==> src/rtl/csrs_pkg.sv <==
package csrs_pkg;
    // Clock rate in kHz
    localparam int unsigned CLK_KHZ          = 50000;
    // Start-up delays
    localparam int unsigned START_SHORT_US   = 1000;
    localparam int unsigned START_LONG_US    = 16000;
    localparam int unsigned START_RC_US      = 16;
    localparam int unsigned START_SHORT_CYC  = START_SHORT_US * (CLK_KHZ / 1000);
    localparam int unsigned START_LONG_CYC   = START_LONG_US * (CLK_KHZ / 1000);
    localparam int unsigned START_RC_CYC     = START_RC_US * (CLK_KHZ / 1000);
    // Reset pin low qualification, system clock cycles
    localparam int unsigned RESET_MIN_CYC    = 2;
    // RC oscillator: 1 MHz nominal, half period in system clocks
    localparam int unsigned RC_FREQ_KHZ      = 1000;
    localparam int unsigned RC_HALF_CYC      = CLK_KHZ / (2 * RC_FREQ_KHZ);
    localparam int unsigned CNT_W            = 20;
    localparam int unsigned PORT_W           = 5;
    // Clock select fuse as delivered: programmed
    localparam logic        RC_FUSE_DEFAULT  = 1'b0;
    localparam logic        FUSE_PROGRAMMED  = 1'b0;
    localparam logic [4:0]  XTAL_IO_MASK     = 5'h07;
    localparam logic [4:0]  EXT_IO_MASK      = 5'h17;
    localparam logic [4:0]  RC_IO_MASK       = 5'h1f;
endpackage

==> src/rtl/csrs_rc_osc.sv <==
`timescale 1ns/1ps
// Internal RC oscillator model, 1 MHz nominal, stops when disabled
module csrs_rc_osc (
    input  wire logic clk_i,
    input  wire logic reset_i,
    input  wire logic enable_i,
    output logic      rc_clk_o
);
    logic [7:0] cnt_q;
    logic [7:0] cnt_d;
    logic       clk_q;
    logic       clk_d;

    always_comb begin
        cnt_d = cnt_q;
        clk_d = clk_q;
        if (!enable_i) begin
            cnt_d = 8'h00;
        end else if (cnt_q == 8'(csrs_pkg::RC_HALF_CYC - 1)) begin
            cnt_d = 8'h00;
            clk_d = ~clk_q;
        end else begin
            cnt_d = cnt_q + 8'h01;
        end
    end

    always_ff @(posedge clk_i) begin
        if (reset_i) begin
            cnt_q <= 8'h00;
            clk_q <= 1'b0;
        end else begin
            cnt_q <= cnt_d;
            clk_q <= clk_d;
        end
    end

    assign rc_clk_o = clk_q;
endmodule

==> src/rtl/csrs_top.sv <==
`timescale 1ns/1ps
module csrs_top (
    input  wire logic        clk_i,
    input  wire logic        reset_i,
    input  wire logic        crystal_variant_i,
    input  wire logic        long_start_fuse_i,
    input  wire logic        rc_fuse_valid_i,
    input  wire logic        rc_clock_select_fuse,
    input  wire logic        reset_pin_n_i,
    input  wire logic        osc_amp_input,
    input  wire logic        idle_req_i,
    input  wire logic        powerdown_req_i,
    input  wire logic        wake_irq_i,
    input  wire logic [4:0]  port_dir_i,
    input  wire logic [4:0]  port_out_i,
    input  wire logic [4:0]  pullup_en_i,
    input  wire logic [4:0]  port_pin_i,
    output logic             osc_amp_output,
    output logic             sys_clk_o,
    output logic             cpu_clk_en_o,
    output logic             periph_clk_en_o,
    output logic             core_reset_o,
    output logic             rc_selected_o,
    output logic [4:0]       port_pin_o,
    output logic [4:0]       port_pin_oe_n_o,
    output logic [4:0]       pullup_on_o,
    output logic [4:0]       port_in_o,
    output logic [4:0]       io_avail_o
);
    typedef enum logic [1:0] {
        CSRS_RUN   = 2'b00,
        CSRS_IDLE  = 2'b01,
        CSRS_DOWN  = 2'b10,
        CSRS_START = 2'b11
    } csrs_state_e;

    csrs_state_e      state_q;
    csrs_state_e      state_d;
    logic [19:0]      cnt_q;
    logic [19:0]      cnt_d;
    logic [1:0]       rst_cnt_q;
    logic [1:0]       rst_cnt_d;
    logic             pin_rst_q;
    logic             pin_rst_d;
    logic             rc_sel_q;
    logic             rc_sel_d;
    logic             osc_run;
    logic             rc_clk;
    logic             src_clk;
    logic [19:0]      start_len;
    logic [4:0]       avail;
    logic             sys_clk_q;
    logic             cpu_en_q;
    logic             per_en_q;
    logic             core_rst_q;
    logic             amp_q;
    logic [4:0]       pin_o_q;
    logic [4:0]       oe_n_q;
    logic [4:0]       pu_q;
    logic [4:0]       in_q;
    logic [4:0]       avail_q;
    logic             wake_q;
    logic             wake_d;
    logic             sys_clk_d;
    logic             cpu_en_d;
    logic             per_en_d;
    logic             core_rst_d;
    logic             amp_d;
    logic [4:0]       pin_o_d;
    logic [4:0]       oe_n_d;
    logic [4:0]       pu_d;
    logic [4:0]       in_d;

    // Fuse reads as delivered until the fuse value is valid
    always_comb begin
        rc_sel_d = rc_sel_q;
        if (rc_fuse_valid_i) begin
            rc_sel_d = (rc_clock_select_fuse == csrs_pkg::FUSE_PROGRAMMED);
        end
    end

    assign osc_run = (state_q != CSRS_DOWN);

    csrs_rc_osc u_rc (
        .clk_i    (clk_i),
        .reset_i  (reset_i),
        .enable_i (osc_run && rc_sel_q && !crystal_variant_i),
        .rc_clk_o (rc_clk)
    );

    // Clock source mux
    always_comb begin
        if (crystal_variant_i) begin
            src_clk = osc_amp_input;
        end else if (rc_sel_q) begin
            src_clk = rc_clk;
        end else begin
            src_clk = port_pin_i[3];
        end
    end

    // Start-up length
    always_comb begin
        if (crystal_variant_i) begin
            start_len = long_start_fuse_i ? 20'(csrs_pkg::START_LONG_CYC)
                                          : 20'(csrs_pkg::START_SHORT_CYC);
        end else begin
            start_len = 20'(csrs_pkg::START_RC_CYC);
        end
    end

    // I/O availability by variant and source
    always_comb begin
        if (crystal_variant_i) begin
            avail = csrs_pkg::XTAL_IO_MASK;
        end else if (rc_sel_q) begin
            avail = csrs_pkg::RC_IO_MASK;
        end else begin
            avail = csrs_pkg::EXT_IO_MASK;
        end
    end

    // Reset pin qualification, counted while oscillator runs
    always_comb begin
        rst_cnt_d = rst_cnt_q;
        pin_rst_d = 1'b0;
        if (reset_pin_n_i) begin
            rst_cnt_d = 2'h0;
        end else if (osc_run) begin
            if (rst_cnt_q < 2'(csrs_pkg::RESET_MIN_CYC)) begin
                rst_cnt_d = rst_cnt_q + 2'h1;
            end
            pin_rst_d = (rst_cnt_q >= 2'(csrs_pkg::RESET_MIN_CYC - 1));
        end
    end

    // Power state machine
    always_comb begin
        state_d = state_q;
        cnt_d   = cnt_q;
        wake_d  = wake_q;
        case (state_q)
            CSRS_START: begin
                if (cnt_q >= start_len - 20'h1) begin
                    state_d = CSRS_RUN;
                    cnt_d   = 20'h0;
                    wake_d  = 1'b0;
                end else begin
                    cnt_d = cnt_q + 20'h1;
                end
            end
            CSRS_RUN: begin
                if (powerdown_req_i) begin
                    state_d = CSRS_DOWN;
                end else if (idle_req_i) begin
                    state_d = CSRS_IDLE;
                end
            end
            CSRS_IDLE: begin
                if (wake_irq_i) begin
                    state_d = CSRS_RUN;
                end
            end
            CSRS_DOWN: begin
                if (wake_irq_i) begin
                    state_d = CSRS_START;
                    cnt_d   = 20'h0;
                    wake_d  = 1'b1;
                end
            end
            default: begin
                state_d = CSRS_START;
            end
        endcase
        if (pin_rst_q) begin
            state_d = CSRS_START;
            cnt_d   = 20'h0;
            wake_d  = 1'b0;
        end
    end

    // Output register next values
    always_comb begin
        sys_clk_d  = osc_run ? src_clk : 1'b0;
        cpu_en_d   = (state_d == CSRS_RUN);
        per_en_d   = (state_d == CSRS_RUN) || (state_d == CSRS_IDLE);
        core_rst_d = (state_d == CSRS_START) && !wake_d;
        amp_d      = (crystal_variant_i && osc_run) ? ~osc_amp_input : 1'b1;
        pin_o_d    = port_out_i & avail;
        oe_n_d     = ~(port_dir_i & avail);
        pu_d       = pullup_en_i & ~port_dir_i & avail;
        in_d       = port_pin_i & avail;
    end

    always_ff @(posedge clk_i) begin
        if (reset_i) begin
            state_q    <= CSRS_START;
            cnt_q      <= 20'h0;
            rst_cnt_q  <= 2'h0;
            pin_rst_q  <= 1'b0;
            rc_sel_q   <= (csrs_pkg::RC_FUSE_DEFAULT == csrs_pkg::FUSE_PROGRAMMED);
            wake_q     <= 1'b0;
            sys_clk_q  <= 1'b0;
            cpu_en_q   <= 1'b0;
            per_en_q   <= 1'b0;
            core_rst_q <= 1'b1;
            amp_q      <= 1'b1;
            pin_o_q    <= 5'h00;
            oe_n_q     <= 5'h1f;
            pu_q       <= 5'h00;
            in_q       <= 5'h00;
            avail_q    <= 5'h00;
        end else begin
            state_q    <= state_d;
            cnt_q      <= cnt_d;
            rst_cnt_q  <= rst_cnt_d;
            pin_rst_q  <= pin_rst_d;
            rc_sel_q   <= rc_sel_d;
            wake_q     <= wake_d;
            sys_clk_q  <= sys_clk_d;
            cpu_en_q   <= cpu_en_d;
            per_en_q   <= per_en_d;
            core_rst_q <= core_rst_d;
            amp_q      <= amp_d;
            pin_o_q    <= pin_o_d;
            oe_n_q     <= oe_n_d;
            pu_q       <= pu_d;
            in_q       <= in_d;
            avail_q    <= avail;
        end
    end

    assign osc_amp_output  = amp_q;
    assign sys_clk_o       = sys_clk_q;
    assign cpu_clk_en_o    = cpu_en_q;
    assign periph_clk_en_o = per_en_q;
    assign core_reset_o    = core_rst_q;
    assign rc_selected_o   = rc_sel_q;
    assign port_pin_o      = pin_o_q;
    assign port_pin_oe_n_o = oe_n_q;
    assign pullup_on_o     = pu_q;
    assign port_in_o       = in_q;
    assign io_avail_o      = avail_q;

    start_delay_a: assert property (@(posedge clk_i) disable iff (reset_i)
        (state_q == CSRS_START) |-> ##1 (state_q inside {CSRS_START, CSRS_RUN}))
        else $error("start state left wrongly");
    pin_reset_a: assert property (@(posedge clk_i) disable iff (reset_i)
        (!reset_pin_n_i && osc_run) [*3] |=> (state_q == CSRS_START))
        else $error("reset pin not honoured");
    pin_rst_core_a: assert property (@(posedge clk_i) disable iff (reset_i)
        pin_rst_q |=> core_rst_q)
        else $error("pin reset leaves core running");
    xtal_io_a: assert property (@(posedge clk_i) disable iff (reset_i)
        crystal_variant_i |=> (oe_n_q[4:3] == 2'b11))
        else $error("crystal pins driven as io");
    ext_clk_io_a: assert property (@(posedge clk_i) disable iff (reset_i)
        (!crystal_variant_i && !rc_sel_q) |=> oe_n_q[3])
        else $error("clock input driven as io");
    bit4_io_a: assert property (@(posedge clk_i) disable iff (reset_i)
        !crystal_variant_i |=> avail_q[4])
        else $error("bit 4 not available");
    idle_cpu_a: assert property (@(posedge clk_i) disable iff (reset_i)
        (state_q == CSRS_IDLE) |-> (!cpu_en_q && per_en_q) || $changed(state_q))
        else $error("idle gating wrong");
    down_clk_a: assert property (@(posedge clk_i) disable iff (reset_i)
        (state_q == CSRS_DOWN) [*2] |-> !sys_clk_q)
        else $error("clock runs in power down");
    wake_keep_a: assert property (@(posedge clk_i) disable iff (reset_i)
        (state_q == CSRS_DOWN && wake_irq_i && !pin_rst_q) |=> !core_rst_q)
        else $error("wake from power down resets core");
    rc_start_a: assert property (@(posedge clk_i) disable iff (reset_i)
        !crystal_variant_i |-> (start_len == 20'(csrs_pkg::START_RC_CYC)))
        else $error("rc start length wrong");
    fuse_sel_a: assert property (@(posedge clk_i) disable iff (reset_i)
        rc_fuse_valid_i |=> (rc_sel_q == !$past(rc_clock_select_fuse)))
        else $error("fuse select wrong");
    xtal_start_a: assert property (@(posedge clk_i) disable iff (reset_i)
        (crystal_variant_i && !long_start_fuse_i)
        |-> (start_len == 20'(csrs_pkg::START_SHORT_CYC)))
        else $error("short start length wrong");
    xtal_long_a: assert property (@(posedge clk_i) disable iff (reset_i)
        (crystal_variant_i && long_start_fuse_i)
        |-> (start_len == 20'(csrs_pkg::START_LONG_CYC)))
        else $error("long start length wrong");

    idle_c: cover property (@(posedge clk_i) state_q == CSRS_IDLE);
    down_c: cover property (@(posedge clk_i) state_q == CSRS_DOWN ##1 state_q == CSRS_START);
    pinrst_c: cover property (@(posedge clk_i) pin_rst_q);
    wake_c: cover property (@(posedge clk_i) state_q == CSRS_IDLE ##1 state_q == CSRS_RUN);
    xtal_run_c: cover property (@(posedge clk_i) crystal_variant_i && state_q == CSRS_RUN);
endmodule

==> config.mk <==
export PLATFORM = sky130hd
export DESIGN_NAME = csrs_top
export DESIGN_NICKNAME = d
export VERILOG_FILES = /design/src/rtl/csrs_pkg.sv /design/src/rtl/csrs_rc_osc.sv /design/src/rtl/csrs_top.sv
export SDC_FILE = /design/constraint.sdc
export NUM_CORES = 1
export LEC_CHECK = 0
export BUFFER_PORTS_ARGS = -buffer_cell sky130_fd_sc_hd__buf_2
export CORE_UTILIZATION = 39
export DETAILED_ROUTE_END_ITERATION = 16
export SYNTH_ARGS = -nofsm -noshare
export SYNTH_HDL_FRONTEND = slang
export SYNTH_SLANG_ARGS = --single-unit
==> constraint.sdc <==
create_clock -name clk_i -period 1.8 [get_ports clk_i]
set_input_delay 0 -clock clk_i [delete_from_list [all_inputs] [get_ports clk_i]]
set_output_delay 0 -clock clk_i [all_outputs]
set_load 0.02 [all_outputs]
Word-level counts from Yosys, hierarchy flattened
Cells that the tools add are included.
{"block": "totals", "inputBits": 31, "regBits": 66}
{"block": "op_classes", "addsub": 4, "bitwise_logic": 13, "mux": 20, "n_eq_ne": 8, "n_reduce_logical": 19, "n_lt_le_gt_ge": 3}
{"op": "$mux 20", "n": 4}
{"op": "$pmux 20 s2", "n": 1}
{"op": "$and 5x5->5", "n": 5}
{"op": "$add 20x1->20 const B", "n": 1}
{"op": "$ge 20x20->1", "n": 1}
{"op": "$sub 20x1->20 const B", "n": 1}
{"op": "$mux 2", "n": 6}
{"op": "$not 5->5", "n": 2}
{"op": "$add 8x1->8 const B", "n": 1}
{"op": "$eq 8x5->1 const B", "n": 1}
{"op": "$pmux 2 s4", "n": 1}
{"op": "$reduce_or 2->1", "n": 4}
{"op": "$eq 2x2->1 const B", "n": 3}
{"op": "$not 1->1", "n": 6}
{"op": "$reduce_and 2->1", "n": 3}
{"op": "$reduce_or 3->1", "n": 2}
{"op": "$mux 1", "n": 5}
{"op": "$mux 5", "n": 1}
{"op": "$eq 2x1->1 const B", "n": 2}
{"op": "$logic_and 1x1->1", "n": 4}
{"op": "$logic_not 2->1", "n": 2}
{"op": "$mux 4", "n": 1}
{"op": "$ne 2x2->1 const B", "n": 2}
{"op": "$add 2x1->2 const B", "n": 1}
{"op": "other kinds (6)", "n": 7}

Longest topological paths before layout
Gate-level depths: netlist (run 1).
{"block": "logic_depth", "ltp_word": 9, "ltp_mapped": 10, "ltp_nobuf": 9}

Modules after synthesis
A second synthesis (run 1) with hierarchy kept.
{"block": "hier_totals", "hier_cells": 329, "area_unflattened_um2": 2907.8}
{"module": "csrs_top", "area_each_um2": 2489.9, "instances": 1, "cells_per_inst": 280, "seq_area_each_um2": 1101.1}
{"module": "csrs_rc_osc", "area_each_um2": 417.9, "instances": 1, "cells_per_inst": 49, "seq_area_each_um2": 180.2}

Worst setup path after synthesis (run 1)
OpenSTA, ideal clock, no wires.
{"block": "synth_path", "path_type": "register -> register", "start": "register cnt_q[7]", "end": "register cnt_q[5]", "synth_period_minus_slack_ns": 1.918, "path_stages_with_launch": 9, "setup_time_ns": 0.074, "path_slack_ns": -0.118, "required_time_ns": 1.726, "arrival_ns": 1.843, "cell_sequence": "dfxtp_1 -> ha_1 -> a21oi_1 -> o221ai_1 -> o211ai_1 -> nand4_4 -> buf_6 -> o21a_1 -> a31oi_1"}
{"block": "synth_via", "elab_chain_cells": 3}
{"element": "from (decl)", "line_no": "csrs_top.sv:39", "source": "logic [19:0] cnt_q;"}
{"element": "from (signal assigned)", "line_no": "csrs_top.sv:215", "source": "cnt_q <= cnt_d;"}
{"element": "$ge 20x20->1", "line_no": "csrs_top.sv:144", "source": "if (cnt_q >= start_len - 20'h1) begin"}
{"element": "$mux 20", "line_no": "csrs_top.sv:144"}
{"element": "$pmux 20 s2", "line_no": "csrs_top.sv:142", "source": "case (state_q)"}
Every way passes these cells.
A chain may end at the register's enable or synchronous reset.

Final worst setup path (run 1)
{"block": "layout_path", "start": "register cnt_q[13]", "end": "register cnt_q[13]"}
{"block": "layout_via", "elab_chain_cells": 3}
{"element": "$add 20x1->20 / $ge 20x20->1 (equally long branches)", "line_no": "csrs_top.sv:149, csrs_top.sv:144"}
{"element": "$mux 20 (*)", "line_no": "csrs_top.sv:144"}
{"element": "$pmux 20 s2 (*)", "line_no": "csrs_top.sv:142"}
Mark *: on every way between the ends. The rest lies on a longest branch, timed or not.

==> reports/summary.md, run 1 <==
Synthesis produced 310 cells. The per-instance average area after synthesis was 9.10 µm²; the final count of pins violating max slew was 0. The capture point of the worst reg-to-reg path is cnt_q[13]. For the largest net degree at the start of global routing, the log shows 17.

Element type at the critical path start: a flop. The core region is 0.00691 mm². Remaining global-route overflow: 0. Synthesis inferred 64 register bits. Timing would allow up to 0.521 GHz. The run gives 46 as the number of library cell types mapped by synthesis.

In this run the most critical hold path is launched from wake_irq_i. Sorting the synthesized cells by how often they occur yields sky130_fd_sc_hd__dfxtp_1, sky130_fd_sc_hd__nand2_1, sky130_fd_sc_hd__nor2_1, sky130_fd_sc_hd__a21oi_1. The worst setup path is captured at a flop. The shortest clock period the worst path allows after layout is 1.92 ns.

The type of the worst min-delay path was in -> reg. Setup violations remaining at the end of the flow were counted as 17. The run gives -0.118 ns as the final worst-path setup slack. The final standard cell count with taps included and fillers excluded is 548, and the total routing usage reported by global routing is 21.6%. The first global-routing pass estimated 12.5 mm of wire. The number of violations reported at the end of detailed-routing iteration 0 is 122, and the die footprint is 0.00758 mm². Measured in cells, the most critical reg-to-reg path has a length of 9. The number of maximum-capacitance violations was 0; the TritonCTS buffer count was 9. The most common cell in the synthesized netlist was sky130_fd_sc_hd__dfxtp_1. The tools report the post-detailed-routing wire length as 7.51 mm.

The detail-routed net length per standard cell works out to 13.7 µm. The tools report the endpoint with the worst hold slack as wake_q. In the final design database the tool counted 495 nets. The maximum clock insertion buffer count is 2. At the end of routability-driven placement, the weighted congestion stood at 0.806.

The via-per-instance ratio is 4.91, and the residual DRC count is 0. The tightest hold path in the finished design has a slack of 0.0339 ns. The portion of the post-synthesis area used by sequential elements is 45.4%. The final reports fail on setup timing.

Of the cells placed in the final design, the portion with a size suffix greater than 1 is 39.2%. The tools report the remaining antenna violation count after routing as 0. For the number of iterations in the first detailed-routing pass, the log shows 4. In this run the register-to-register setup slack is -0.12 ns. After synthesis, the cell types taking the most area are sky130_fd_sc_hd__dfxtp_1, sky130_fd_sc_hd__ha_1, sky130_fd_sc_hd__nand2_1. The number of synthesized flops with an enable pin is 0, and the horizontal extent of the die is 87.0 µm. The run gives 0 as the antenna diode count. Share of flip-flops with an asynchronous set or reset: 0%. Among all flip-flop cells after synthesis, the most frequent one is sky130_fd_sc_hd__dfxtp_1.

In this run the number of H-tree levels came out at 3. In this run the cell area of the synthesized design comes to 0.00282 mm². The row count came out at 30. The Yosys step of the flow raised 0 warnings. The tools report the total of fill cells in the finished design as 592. Data on the critical path arrives at its endpoint at 2.15 ns.

The run finished, with violations left. The slew at the pin closest to its max-slew limit was 0.408 ns. CTS saw 64 sinks. Of the post-synthesis cell area, the dominant cell type holds 45.4%. The tools report the number of global-route vias before repair as 2676.

Clock-pin slew was measured on the worst setup and hold paths at 0.07 ns. For the total number of vias, the log shows 2692. Setup repair after global routing could not meet its margin everywhere. The run gives 5.08 mm as the HPWL after detailed placement. Worst endpoint required time: 2.03 ns.

The count of port buffers added during placement is 61. In this run the count of I/O pins placed on the die edge is 62. In this run the worst path has a maximum fanout of 4. The final count of hold timing violations is 0, and the overall die height is 87.0 µm. The worst setup path is of the reg -> reg kind. The tree is rooted in a sky130_fd_sc_hd__clkbuf_8.

VDD sags by at most 0.610 mV. The share of the cycle needed by the critical path after routing works out to 107%. The clock arrives with 0.00744 ns of skew. Clock latency on the worst-skew pair, taken at its later pin, is 0.34 ns. The number of instances in the placed design is 501.

Leading area contributor after synthesis: sky130_fd_sc_hd__dfxtp_1. The area growth from synthesis to layout is 52.9%. Startpoint of the most critical register-to-register path: cnt_q[13].

Dividing total power by cell area gives a power density of 837 mW/mm². For this configuration, the core starts out at a cell density of 40.8%. Along the worst hold path, the cell count comes to 3. The synthesized netlist net count is 358, and the static leakage is 1.86 nW. The run gives 0 as the initial antenna violation count. TritonCTS built the clock tree. Adding up every negative setup slack in the final design gives -1.32 ns. The worst pin sits at a relative slew slack of 72.8%.
==> routing by layer <==
layer  routed length [µm]  GRT usage [%]  up-vias
met5                    0              0        -
met4                  142           8.03        0
met3                  331           4.36       14
met2                 3660           37.7       73
met1                 3370           26.2     1236
li1                     -              -     1369
==> layout make-up <==
class	instances	area [µm²]	share of cell area (%)
clock buffer	10	138	3.19
clock inverter	6	91.3	2.12
inverter	17	63.8	1.48
multi-input combinational	222	1680	39.0
sequential	64	1300	30.1
tap	96	120	2.79
timing repair buffer	133	920	21.3
==> kinds of logic after synthesis <==
kind of cell | share of synthesized area, %
XOR/XNOR | 3.73
adder cells (fa/ha/maj) | 7.54
multiplexers | 1.06
flip-flops | 45.4
AND/OR/NAND/NOR | 23.9
AO/OA/AOI/OAI | 13.2
buffers and inverters | 5.15
==> sequential cells by signal, indices dropped and copies added, names as in the netlist, 2 cells and up <==
register         flops
rst_cnt_q            2
io_avail_o           3
port_pin_oe_n_o      5
port_pin_o           5
u_rc.cnt_q           8
port_in_o            5
pullup_on_o          5
cnt_q               20
state_q              2
==> worst max-delay path by stage <==
stage                       from         to  slack [ns]
2_1_floorplan           cnt_q[5]   cnt_q[5]       -0.03
3_5_place_dp   crystal_variant_i  cnt_q[17]       -0.22
6_report               cnt_q[13]  cnt_q[13]       -0.12
4_1_cts                 cnt_q[5]  cnt_q[18]       -0.11
3_3_place_gp   crystal_variant_i  cnt_q[17]       -0.19
5_1_grt                 cnt_q[5]  cnt_q[18]       -0.23
==> cell usage in the layout (no fill, tap or decap), types with 5 or more instances in the layout <==
cell type	n
sky130_fd_sc_hd__dlygate4sd3_1	25
sky130_fd_sc_hd__clkbuf_8	10
sky130_fd_sc_hd__o21ai_0	16
sky130_fd_sc_hd__a21oi_1	12
sky130_fd_sc_hd__nor2_1	22
sky130_fd_sc_hd__nand2_1	36
sky130_fd_sc_hd__buf_4	44
sky130_fd_sc_hd__and3_1	7
sky130_fd_sc_hd__xnor2_1	6
sky130_fd_sc_hd__dfxtp_2	7
sky130_fd_sc_hd__nor2b_1	7
sky130_fd_sc_hd__and2_1	5
sky130_fd_sc_hd__inv_1	16
sky130_fd_sc_hd__dfxtp_1	55
sky130_fd_sc_hd__buf_2	61
sky130_fd_sc_hd__nand3_1	8
sky130_fd_sc_hd__xor2_1	6
sky130_fd_sc_hd__nand4_1	8
sky130_fd_sc_hd__ha_4	9
sky130_fd_sc_hd__ha_1	5
==> critical path: stages (launching register included) <==
cell                       delay [ns]
sky130_fd_sc_hd__dfxtp_2         0.34
sky130_fd_sc_hd__ha_4            0.26
sky130_fd_sc_hd__nand4_1         0.12
sky130_fd_sc_hd__nor4_2          0.23
sky130_fd_sc_hd__o211ai_1        0.12
sky130_fd_sc_hd__buf_4           0.16
sky130_fd_sc_hd__and4_4          0.20
sky130_fd_sc_hd__buf_6           0.12
sky130_fd_sc_hd__a21oi_2         0.10
sky130_fd_sc_hd__o21ba_2         0.16
==> power breakdown <==
part	total [W]	switching (W)	leakage, nW	internal [W]
sequential	0.00153	0.0000453	0.528	0.00149
clock	0.00140	0.000572	0.117	0.000825
combinational	0.000680	0.000351	1.21	0.000328
==> what timing repair did <==
item                                    CTS  global route
resized for setup                        11            24
setup buffers                             5             0
endpoints found under the setup margin   20            26
gates cloned                              1             0
pin swaps                                17            15
endpoints found under the hold margin    26             0
hold buffers                             25             0
==> per-stage QoR <==
| step | setup slack, ns | area, µm² | util (%) | total power [W] |
|---|---|---|---|---|
| floorplan | -0.0300 | 2930 | - | 0.00190 |
| global placement | -0.191 | 3590 | 51.9 | 0.00211 |
| detailed placement | -0.216 | 3590 | 51.9 | 0.00212 |
| CTS | -0.110 | 4170 | 60.4 | 0.00360 |
| global route | -0.234 | 4310 | 62.4 | 0.00378 |
| finish | -0.118 | 4310 | 62.4 | 0.00361 |
Power figures use the tool's default switching activity.
==> run 2: changes to the inputs <==
==> constraint.sdc (replaced) <==
create_clock -name clk_i -period 2 [get_ports clk_i]
set_input_delay 0 -clock clk_i [delete_from_list [all_inputs] [get_ports clk_i]]
set_output_delay 0 -clock clk_i [all_outputs]
set_load 0.02 [all_outputs]
==> run 2 against run 1 <==
The run now ends clean. Via count is 3.5% lower. Critical path depth is 1 lower. Cell area is 5.6% lower. Flip-flop and latch count stayed put. Register-to-register slack better by 0.14 ns. Non-clock buffer count is 13 lower. Sequential share of layout area is 1.6 points higher. Die area stayed put. Core utilization is 3.5 points lower. Worst setup slack better by 0.14 ns. Global-route usage is 2.2 points lower. Hold slack worse by 0.0064 ns. Critical path type unchanged. Highest routed layer unchanged.
==> reports/summary.md, run 2 (synthesis gave the netlist of run 1 again) <==
The detail-routed net length per standard cell is 13.4 µm (-2.4%). The post-detailed-routing wire length was 7.15 mm (-4.7%); the fraction of layout instances using a drive strength above 1 was 33.5% (-5.7 points). The number of placed I/O pins is 62 (unchanged), and the post-layout utilization of the core is 58.9% (-3.5 points). CTS placed an instance of sky130_fd_sc_hd__clkbuf_8 at the clock tree root. Final count of hold timing violations: 0 (unchanged). The share of the cycle needed by the critical path after routing is 98.7% (-7.8 points).

The count of endpoints failing setup in the final report is 0 (-17), and the global-route wire length before repair is 11.3 mm (-9.0%). The logs give 19.4% (-2.2 points) for the total routing usage reported by global routing and 0.000867 W (-10%) for the net switching component of the power. The TritonCTS buffer count was 9 (unchanged). The clock insertion delay at the later pin of the skew report is 0.34 ns (about the same). Setup repair after global routing could not meet its margin everywhere. The number of flip-flops under the largest register name was 20 (unchanged). The tools report the startpoint of the most critical hold path as wake_irq_i. For the HPWL after detailed placement, the log shows 4.64 mm (-8.7%).

The via-per-instance ratio is 4.85 (-1.2%). The element type at the critical path start is a flop. The run gives 3 (unchanged) as the CTS H-tree depth. The total power divided by cell area is 758 mW/mm² (-9.5%). TritonCTS built the clock tree.

The register name with the most flops was cnt_q. The count of port buffers added during placement is 61 (unchanged), and the remaining global-route overflow is 0 (unchanged). The initial antenna violation count is 0 (unchanged), and the achievable frequency is 0.506 GHz (-2.9%). The effective utilization at floorplan was 40.8% (unchanged); the antenna diode count was 0 (unchanged). The shortest clock period the worst path allows after layout is 1.97 ns (+0.0567 ns), and the net count reported at finish is 482 (-2.6%). The switching power share of the total was 28.1% (+1.3 points).

The slowest stage of the critical path is the sky130_fd_sc_hd__dfxtp_2 cell. The run finished with clean final reports. The critical path arrival was 2.24 ns (+0.09 ns). The logs give 13 (-4) for the largest net degree at the start of global routing and 30 (unchanged) for the row count.

The tools report the worst max-slew margin expressed relative to the limit as 70.5% (-2.3 points). The total power after layout was 0.00308 W (-15%); the peak ir drop on the vdd network was 0.582 mV (-4.5%). The run gives 0.787 (-2.4%) as the global placement routability congestion.

The leading cell type in the layout, fill and taps excluded was sky130_fd_sc_hd__buf_2. The largest registers in the layout are cnt_q x20, u_rc.cnt_q x8. The tools report the floorplan core area as 0.00691 mm² (unchanged). Final design area excluding fillers: 0.00407 mm² (-5.6%). Number of sinks on the clock net: 64 (unchanged).

The run gives 37.1% (-1.6 points) as the clock share of power. CTS clock-pin slew for the worst setup and hold paths: 0.07 ns (about the same). Traced cell by cell, the critical path runs through ha_4, nor4_2, o211ai_1, a21oi_4, and4_4, buf_6, a41oi_2, a31oi_1. The residual DRC count was 0 (unchanged); the worst endpoint required time was 2.26 ns (+0.23 ns).

Largest stage delay on the critical path: 0.35 ns (about the same). The library cells used most frequently in the layout, excluding fill and tap cells, are sky130_fd_sc_hd__buf_2, sky130_fd_sc_hd__dfxtp_1, sky130_fd_sc_hd__nand2_1. Type of the worst min-delay path: in -> reg. The static leakage was 1.76 nW (-5.3%); the number of maximum-capacitance violations was 0 (unchanged). The run gives 0 (unchanged) as the remaining antenna violation count after routing. The slew at the pin closest to its max-slew limit was 0.443 ns (+0.0346 ns); the overall die height was 87.0 µm (unchanged). First element of the critical path: cnt_q[18]. The worst-case clock skew was 0.00501 ns (-0.00243 ns); the relative area change from synthesis to final layout was 44.3%. For the die footprint, the log shows 0.00758 mm² (unchanged). The buffers plus inverters on the worst setup path was 1 (-1). The logs give 2 (unchanged) for the maximum clock insertion buffer count and 4 (unchanged) for the number of iterations in the first detailed-routing pass.

The horizontal extent of the die came out at 87.0 µm (unchanged). The category of the worst setup path capture point is a flop. The post-detailed-placement cell area is 0.00339 mm² (-5.5%), and the highest fanout seen on the critical path is 5 (+1). The final standard cell count with taps included and fillers excluded is 535 (-2.4%), and the total number of vias is 2597 (-3.5%). The path type of the worst setup path was reg -> reg.

The internal power summed over all cells is 0.00222 W (-16%). The number of violations reported at the end of detailed-routing iteration 0 is 116 (-4.9%). The number of instances in the placed design came out at 489 (-2.4%). The number of global-route vias before repair is 2464 (-7.9%), and the sequential share of power is 44.8% (+2.3 points). The final count of pins violating max slew was 0 (unchanged). The tools report the final worst-path setup slack as 0.0254 ns (+0.143 ns).

The pre-CTS setup slack was -0.0658 ns (+0.150 ns); the combinational share of power was 18.1% (-0.7 points). The cell class contributing the biggest share of worst-path delay is compound AO/OA/AOI/OAI gates. In this run the critical register-to-register path is launched from cnt_q[18].
run 2: cell types whose count changed in the layout (fill, tap and decap cells not counted), moves of 3 or more:
cell / change
sky130_fd_sc_hd__a21oi_1: +4
sky130_fd_sc_hd__buf_4: -13
sky130_fd_sc_hd__nand3_2: -4
sky130_fd_sc_hd__a21oi_4: -3
sky130_fd_sc_hd__nand3_1: +4
sky130_fd_sc_hd__ha_1: +4
run 2: what timing repair did:
| action | 4_1_cts | 5_1_grt |
|---|---|---|
| hold buffers | 25 | 0 |
| hold endpoints to repair | 27 | 0 |
| pin swaps | 5 | 11 |
| resized for setup | 4 | 27 |
| endpoints found under the setup margin | 2 | 17 |
| buffers inserted | 1 | 2 |
| gates cloned | 2 | 0 |
run 2: through the flow:
| stage | hold slack (ns) | TNS, ns |
|---|---|---|
| 2_1_floorplan | 0.0619 | 0 |
| 3_3_place_gp | 0.178 | 0 |
| 3_5_place_dp | 0.180 | -0.148 |
| 4_1_cts | 0.0209 | 0 |
| 5_1_grt | 0.0498 | -0.272 |
| 6_report | 0.0275 | 0 |
run 2: power by group through the flow:
| stage | Clock [W] | Sequential (W) | Combinational, W |
|---|---|---|---|
| 6_report | 0.00115 | 0.00138 | 0.000558 |
| 5_1_grt | 0.00121 | 0.00139 | 0.000616 |
| 4_1_cts | 0.00117 | 0.00137 | 0.000525 |
| 3_5_place_dp | 0 | 0.00140 | 0.000454 |
| 3_3_place_gp | 0 | 0.00140 | 0.000451 |
| 2_1_floorplan | 0 | 0.00145 | 0.000247 |
run 2: final timing paths:
| kind | endpoint | slack (ns) | depth (start not counted) |
|---|---|---|---|
| max reg2reg | cnt_q[17] | 0.03 | 8 |
| max | cnt_q[17] | 0.03 | 8 |
| min reg2reg | core_reset_o | 0.49 | 1 |
| min | wake_q | 0.03 | 3 |
run 2: worst min-delay path, stage by stage:
cell and delay (ns):
sky130_fd_sc_hd__buf_2 0.12, sky130_fd_sc_hd__a21oi_1 0.15, sky130_fd_sc_hd__a211oi_1 0.06
run 2: cell type report:
type                       count  area (µm²)
clock buffer                  10         138
inverter                      17        63.8
fill                         614        2840
clock inverter                 6        67.6
sequential                    64        1290
tap                           96         120
multi-input combinational    222        1570
timing repair buffer         120         825
run 2: metal layers:
| layer | global-route usage, % | up-vias | part of all wire [%] |
|---|---|---|---|
| met4 | 9.24 | 0 | 1.8 |
| li1 | - | 1330 | - |
| met3 | 3.60 | 12 | 2.3 |
| met1 | 24.1 | 1217 | 45 |
| met5 | 0 | - | 0 |
| met2 | 32.5 | 38 | 51 |
==> run 3: changes to the inputs <==
--- a/config.mk
+++ b/config.mk
@@ -10,4 +10,5 @@
 export DETAILED_ROUTE_END_ITERATION = 16
 export SYNTH_ARGS = -nofsm -noshare
 export SYNTH_HDL_FRONTEND = slang
+export SYNTH_HIERARCHICAL = 1
 export SYNTH_SLANG_ARGS = --single-unit
==> constraint.sdc (replaced) <==
create_clock -name clk_i -period 2.4 [get_ports clk_i]
set_input_delay 0 -clock clk_i [delete_from_list [all_inputs] [get_ports clk_i]]
set_output_delay 0 -clock clk_i [all_outputs]
set_load 0.02 [all_outputs]
==> run 3 against run 2 <==
Sequential share of layout area up 1.8 points. Total power down 17%. Combinational power down 54%. Critical path type unchanged. Critical endpoint is now cnt_q[11]. Largest cell class unchanged.
==> reports/summary.md, run 3 <==
The warning count from the yosys run is 6 (+6), and the count of port buffers added during placement is 61 (unchanged). Clock share of power: 45.7% (+8.6 points). The post-detailed-routing wire length is 6.67 mm (-6.8%), and the synthesized instance count is 329 (+6.1%). In this run the most used layer during global routing was met2.

The library cells used most frequently in the layout, excluding fill and tap cells, are sky130_fd_sc_hd__dfxtp_1, sky130_fd_sc_hd__buf_2, sky130_fd_sc_hd__nand2_1. The synthesized netlist net count was 377 (+5.3%). The net count reported at finish came out at 466 (-3.3%). Path type of the worst setup path: reg -> reg. The tools report the number of iterations in the first detailed-routing pass as 4 (unchanged). The global-route met3 utilization is 4.94% (+1.3 points).

The final count of hold timing violations was 0 (unchanged); the number of instances in the placed design was 480 (-1.8%). TritonCTS built the clock tree. The tools report the area of the multi-input gates as 0.00149 mm² (-4.7%). Counting instances in the post-synthesis netlist gives the leading cell types as sky130_fd_sc_hd__dfxtp_1, sky130_fd_sc_hd__nand2_1, sky130_fd_sc_hd__nand3_1, sky130_fd_sc_hd__a31oi_1, sky130_fd_sc_hd__inv_1. Critical path arrival: 2.40 ns (+0.16 ns).

For the number of placed I/O pins, the log shows 62 (unchanged). The worst max-slew margin expressed relative to the limit is 58.6% (-12 points). The number of library cell types mapped by synthesis was 49 (+6.5%). The number of flip-flops under the largest register name was 20 (unchanged); the final-layout setup total negative slack was 0 ns (unchanged). The TritonCTS buffer count was 9 (unchanged). The run gives 4.62 mm (-0.49%) as the HPWL after detailed placement.

Post-synthesis instance area: 0.00291 mm² (+3.1%). Leading cell type in the layout, fill and taps excluded: sky130_fd_sc_hd__dfxtp_1. The maximum clock insertion buffer count came out at 2 (unchanged). The number of synthesized register bits is 64 (unchanged), and the area used by sequential logic in the layout is 0.00128 mm² (-0.68%).

In this run the worst hold path is classified as in -> reg. Relative area change from synthesis to final layout: 31.4%. For the count of endpoints failing setup in the final report, the log shows 0 (unchanged).

By area the synthesized netlist is led by sky130_fd_sc_hd__dfxtp_1, sky130_fd_sc_hd__ha_1, sky130_fd_sc_hd__nand2_1. The largest net degree at the start of global routing was 24 (+11); the total routing usage reported by global routing was 17.9% (-1.5 points). Initial antenna violation count: 0 (unchanged).

The number of global-route vias before repair was 2227 (-9.6%). The total power divided by cell area is 668 mW/mm² (-12%), and the buffers inserted during post-CTS setup optimization is 0 (-1). The CTS clock-pin slew for the worst setup and hold paths was 0.07 ns (about the same); the global placement routability congestion was 0.832 (+5.7%). For the portion of the post-synthesis area used by sequential elements, the log shows 44.1% (-1.4 points).

The achievable frequency was 0.469 GHz (-7.4%); the number of violations reported at the end of detailed-routing iteration 0 was 140 (+21%). The combinational share of power is 10.1% (-8.0 points). The floorplan core area came out at 0.00721 mm² (+4.5%).

The number of sinks on the clock net was 64 (unchanged); the via-per-instance ratio was 5.05 (+4.0%). The total of fill cells in the finished design is 690 (+12%). The antenna diode count was 0 (unchanged); the net switching component of the power was 0.000607 W (-30%).

The run gives 10.6 mm (-6.3%) as the global-route wire length before repair. The category of the worst setup path capture point is a flop. The tools report the static leakage as 1.63 nW (-6.9%).

The final standard cell count with taps included and fillers excluded is 522 (-2.4%). The number of maximum-capacitance violations is 0 (unchanged), and the horizontal extent of the die is 88.3 µm (+1.5%). Among all flip-flop cells after synthesis, the most frequent one is sky130_fd_sc_hd__dfxtp_1. The tools report the worst endpoint required time as 2.66 ns (+0.40 ns). Share of flip-flops with an asynchronous set or reset: 0% (unchanged). Number of synthesized flops with an enable pin: 0 (unchanged). The slew at the pin closest to its max-slew limit was 0.611 ns (+0.168 ns). The row count came out at 31 (+3.3%). The top-area cell type share of the netlist area is 44.1% (-1.4 points).

The most common cell in the synthesized netlist was sky130_fd_sc_hd__dfxtp_1. The switching power share of the total was 23.8% (-4.3 points). The largest registers in the layout are cnt_q x20, u_rc/cnt_q x8.

Setup repair after global routing left no endpoint under its margin. The remaining global-route overflow is 0 (unchanged). The root buffer cell is sky130_fd_sc_hd__clkbuf_8. The share of the cycle needed by the critical path after routing is 88.8% (-9.9 points).

The logs give 0 (unchanged) for the final count of pins violating max slew and 24.4% (+0.22 points) for the met1 global-route usage. The run finished with clean final reports. The worst-case clock skew was 0.00742 ns (+0.00242 ns); the fraction of met2 tracks used by global routing was 26.8% (-5.7 points). The CTS H-tree depth is 3 (unchanged), and the sequential share of power is 44.2% (-0.6 points). The shortest clock period the worst path allows after layout works out to 2.13 ns (+0.157 ns). The fraction of layout instances using a drive strength above 1 was 20.8% (-13 points). The tools report the effective utilization at floorplan as 40.3% (-0.53 points). Detail-routed net length per standard cell: 12.8 µm (-4.4%).

The overall die height is 88.3 µm (+1.5%), and the total number of vias is 2634 (+1.4%). The die footprint is 0.00780 mm² (+3.0%), and the peak ir drop on the vdd network is 0.415 mV (-29%). STA classifies the critical path startpoint as a flop. Remaining antenna violation count after routing: 0 (unchanged). For the internal power summed over all cells, the log shows 0.00194 W (-12%). The residual DRC count is 0 (unchanged). The highest fanout seen on the critical path came out at 15 (+10). The per-instance average area after synthesis was 8.84 µm² (-2.8%). The register name with the most flops is cnt_q. For the clock insertion delay at the later pin of the skew report, the log shows 0.34 ns (about the same).

The biggest area contributor in the post-synthesis netlist is sky130_fd_sc_hd__dfxtp_1. For the internal reg-to-reg setup slack, the log shows 0.27 ns (+0.24 ns).
## run 3: worst paths after layout
path | from | to | cells past startpoint
setup / recovery | cnt_q[18] | cnt_q[11] | 7
hold / removal | wake_irq_i | wake_q | 3
setup reg to reg | cnt_q[18] | cnt_q[11] | 7
hold reg to reg | pin_rst_q | cnt_q[0] | 1
## run 3: per-stage QoR
step	hold WS [ns]	utilization [%]	instance area [µm²]	setup slack, ns	power, W
2_1_floorplan	0.0619	-	2910	0.618	0.00130
3_3_place_gp	0.179	45.9	3310	0.271	0.00137
3_5_place_dp	0.182	45.9	3310	0.206	0.00138
4_1_cts	0.00789	53.0	3820	0.288	0.00258
5_1_grt	0.0450	53.0	3820	0.0103	0.00267
6_report	0.0351	53.0	3820	0.269	0.00255
## run 3: logic make-up after synthesis
group / synth area share (%)
xor+xnor: 2.41
compound gates: 14.7
simple gates: 25.9
fa+ha+maj: 7.31
buf+inv: 4.60
mux: 1.03
flops: 44.1
## run 3: routing by layer
| metal | part of all wire, % | routed length [µm] | up-vias |
|---|---|---|---|
| met5 | 0 | 0 | - |
| met4 | 1.7 | 113 | 0 |
| met3 | 4.8 | 321 | 10 |
| met2 | 44 | 2930 | 61 |
| met1 | 50 | 3300 | 1185 |
| li1 | - | - | 1378 |
## run 3: timing repair
action / CTS / global route
endpoints found under the hold margin: 28 / 0
hold buffers: 26 / 0
resized for setup: 0 / 0
## run 3: final cells by class
| class | instances | share of cell area (%) |
|---|---|---|
| Clock buffer | 10 | 3.60 |
| Clock inverter | 6 | 3.01 |
| Inverter | 18 | 1.77 |
| Multi-Input combinational cell | 233 | 39.1 |
| Sequential cell | 64 | 33.5 |
| Tap cell | 99 | 3.24 |
| Timing Repair Buffer | 92 | 15.8 |
## run 3: critical path: stages, from the launching register on
cell and delay (ns):
sky130_fd_sc_hd__dfxtp_1 0.35, sky130_fd_sc_hd__ha_1 0.22, sky130_fd_sc_hd__nor4_1 0.24, sky130_fd_sc_hd__o211ai_1 0.15, sky130_fd_sc_hd__a21oi_1 0.50, sky130_fd_sc_hd__buf_4 0.30
sky130_fd_sc_hd__nand3_1 0.09, sky130_fd_sc_hd__a31oi_1 0.19
## run 3: power groups by stage
| stage | logic (W) | clock network, W | registers [W] |
|---|---|---|---|
| 2_1_floorplan | 0.000123 | 0 | 0.00117 |
| 3_3_place_gp | 0.000222 | 0 | 0.00115 |
| 3_5_place_dp | 0.000224 | 0 | 0.00115 |
| 4_1_cts | 0.000258 | 0.00119 | 0.00113 |
| 5_1_grt | 0.000291 | 0.00125 | 0.00113 |
| 6_report | 0.000257 | 0.00117 | 0.00113 |
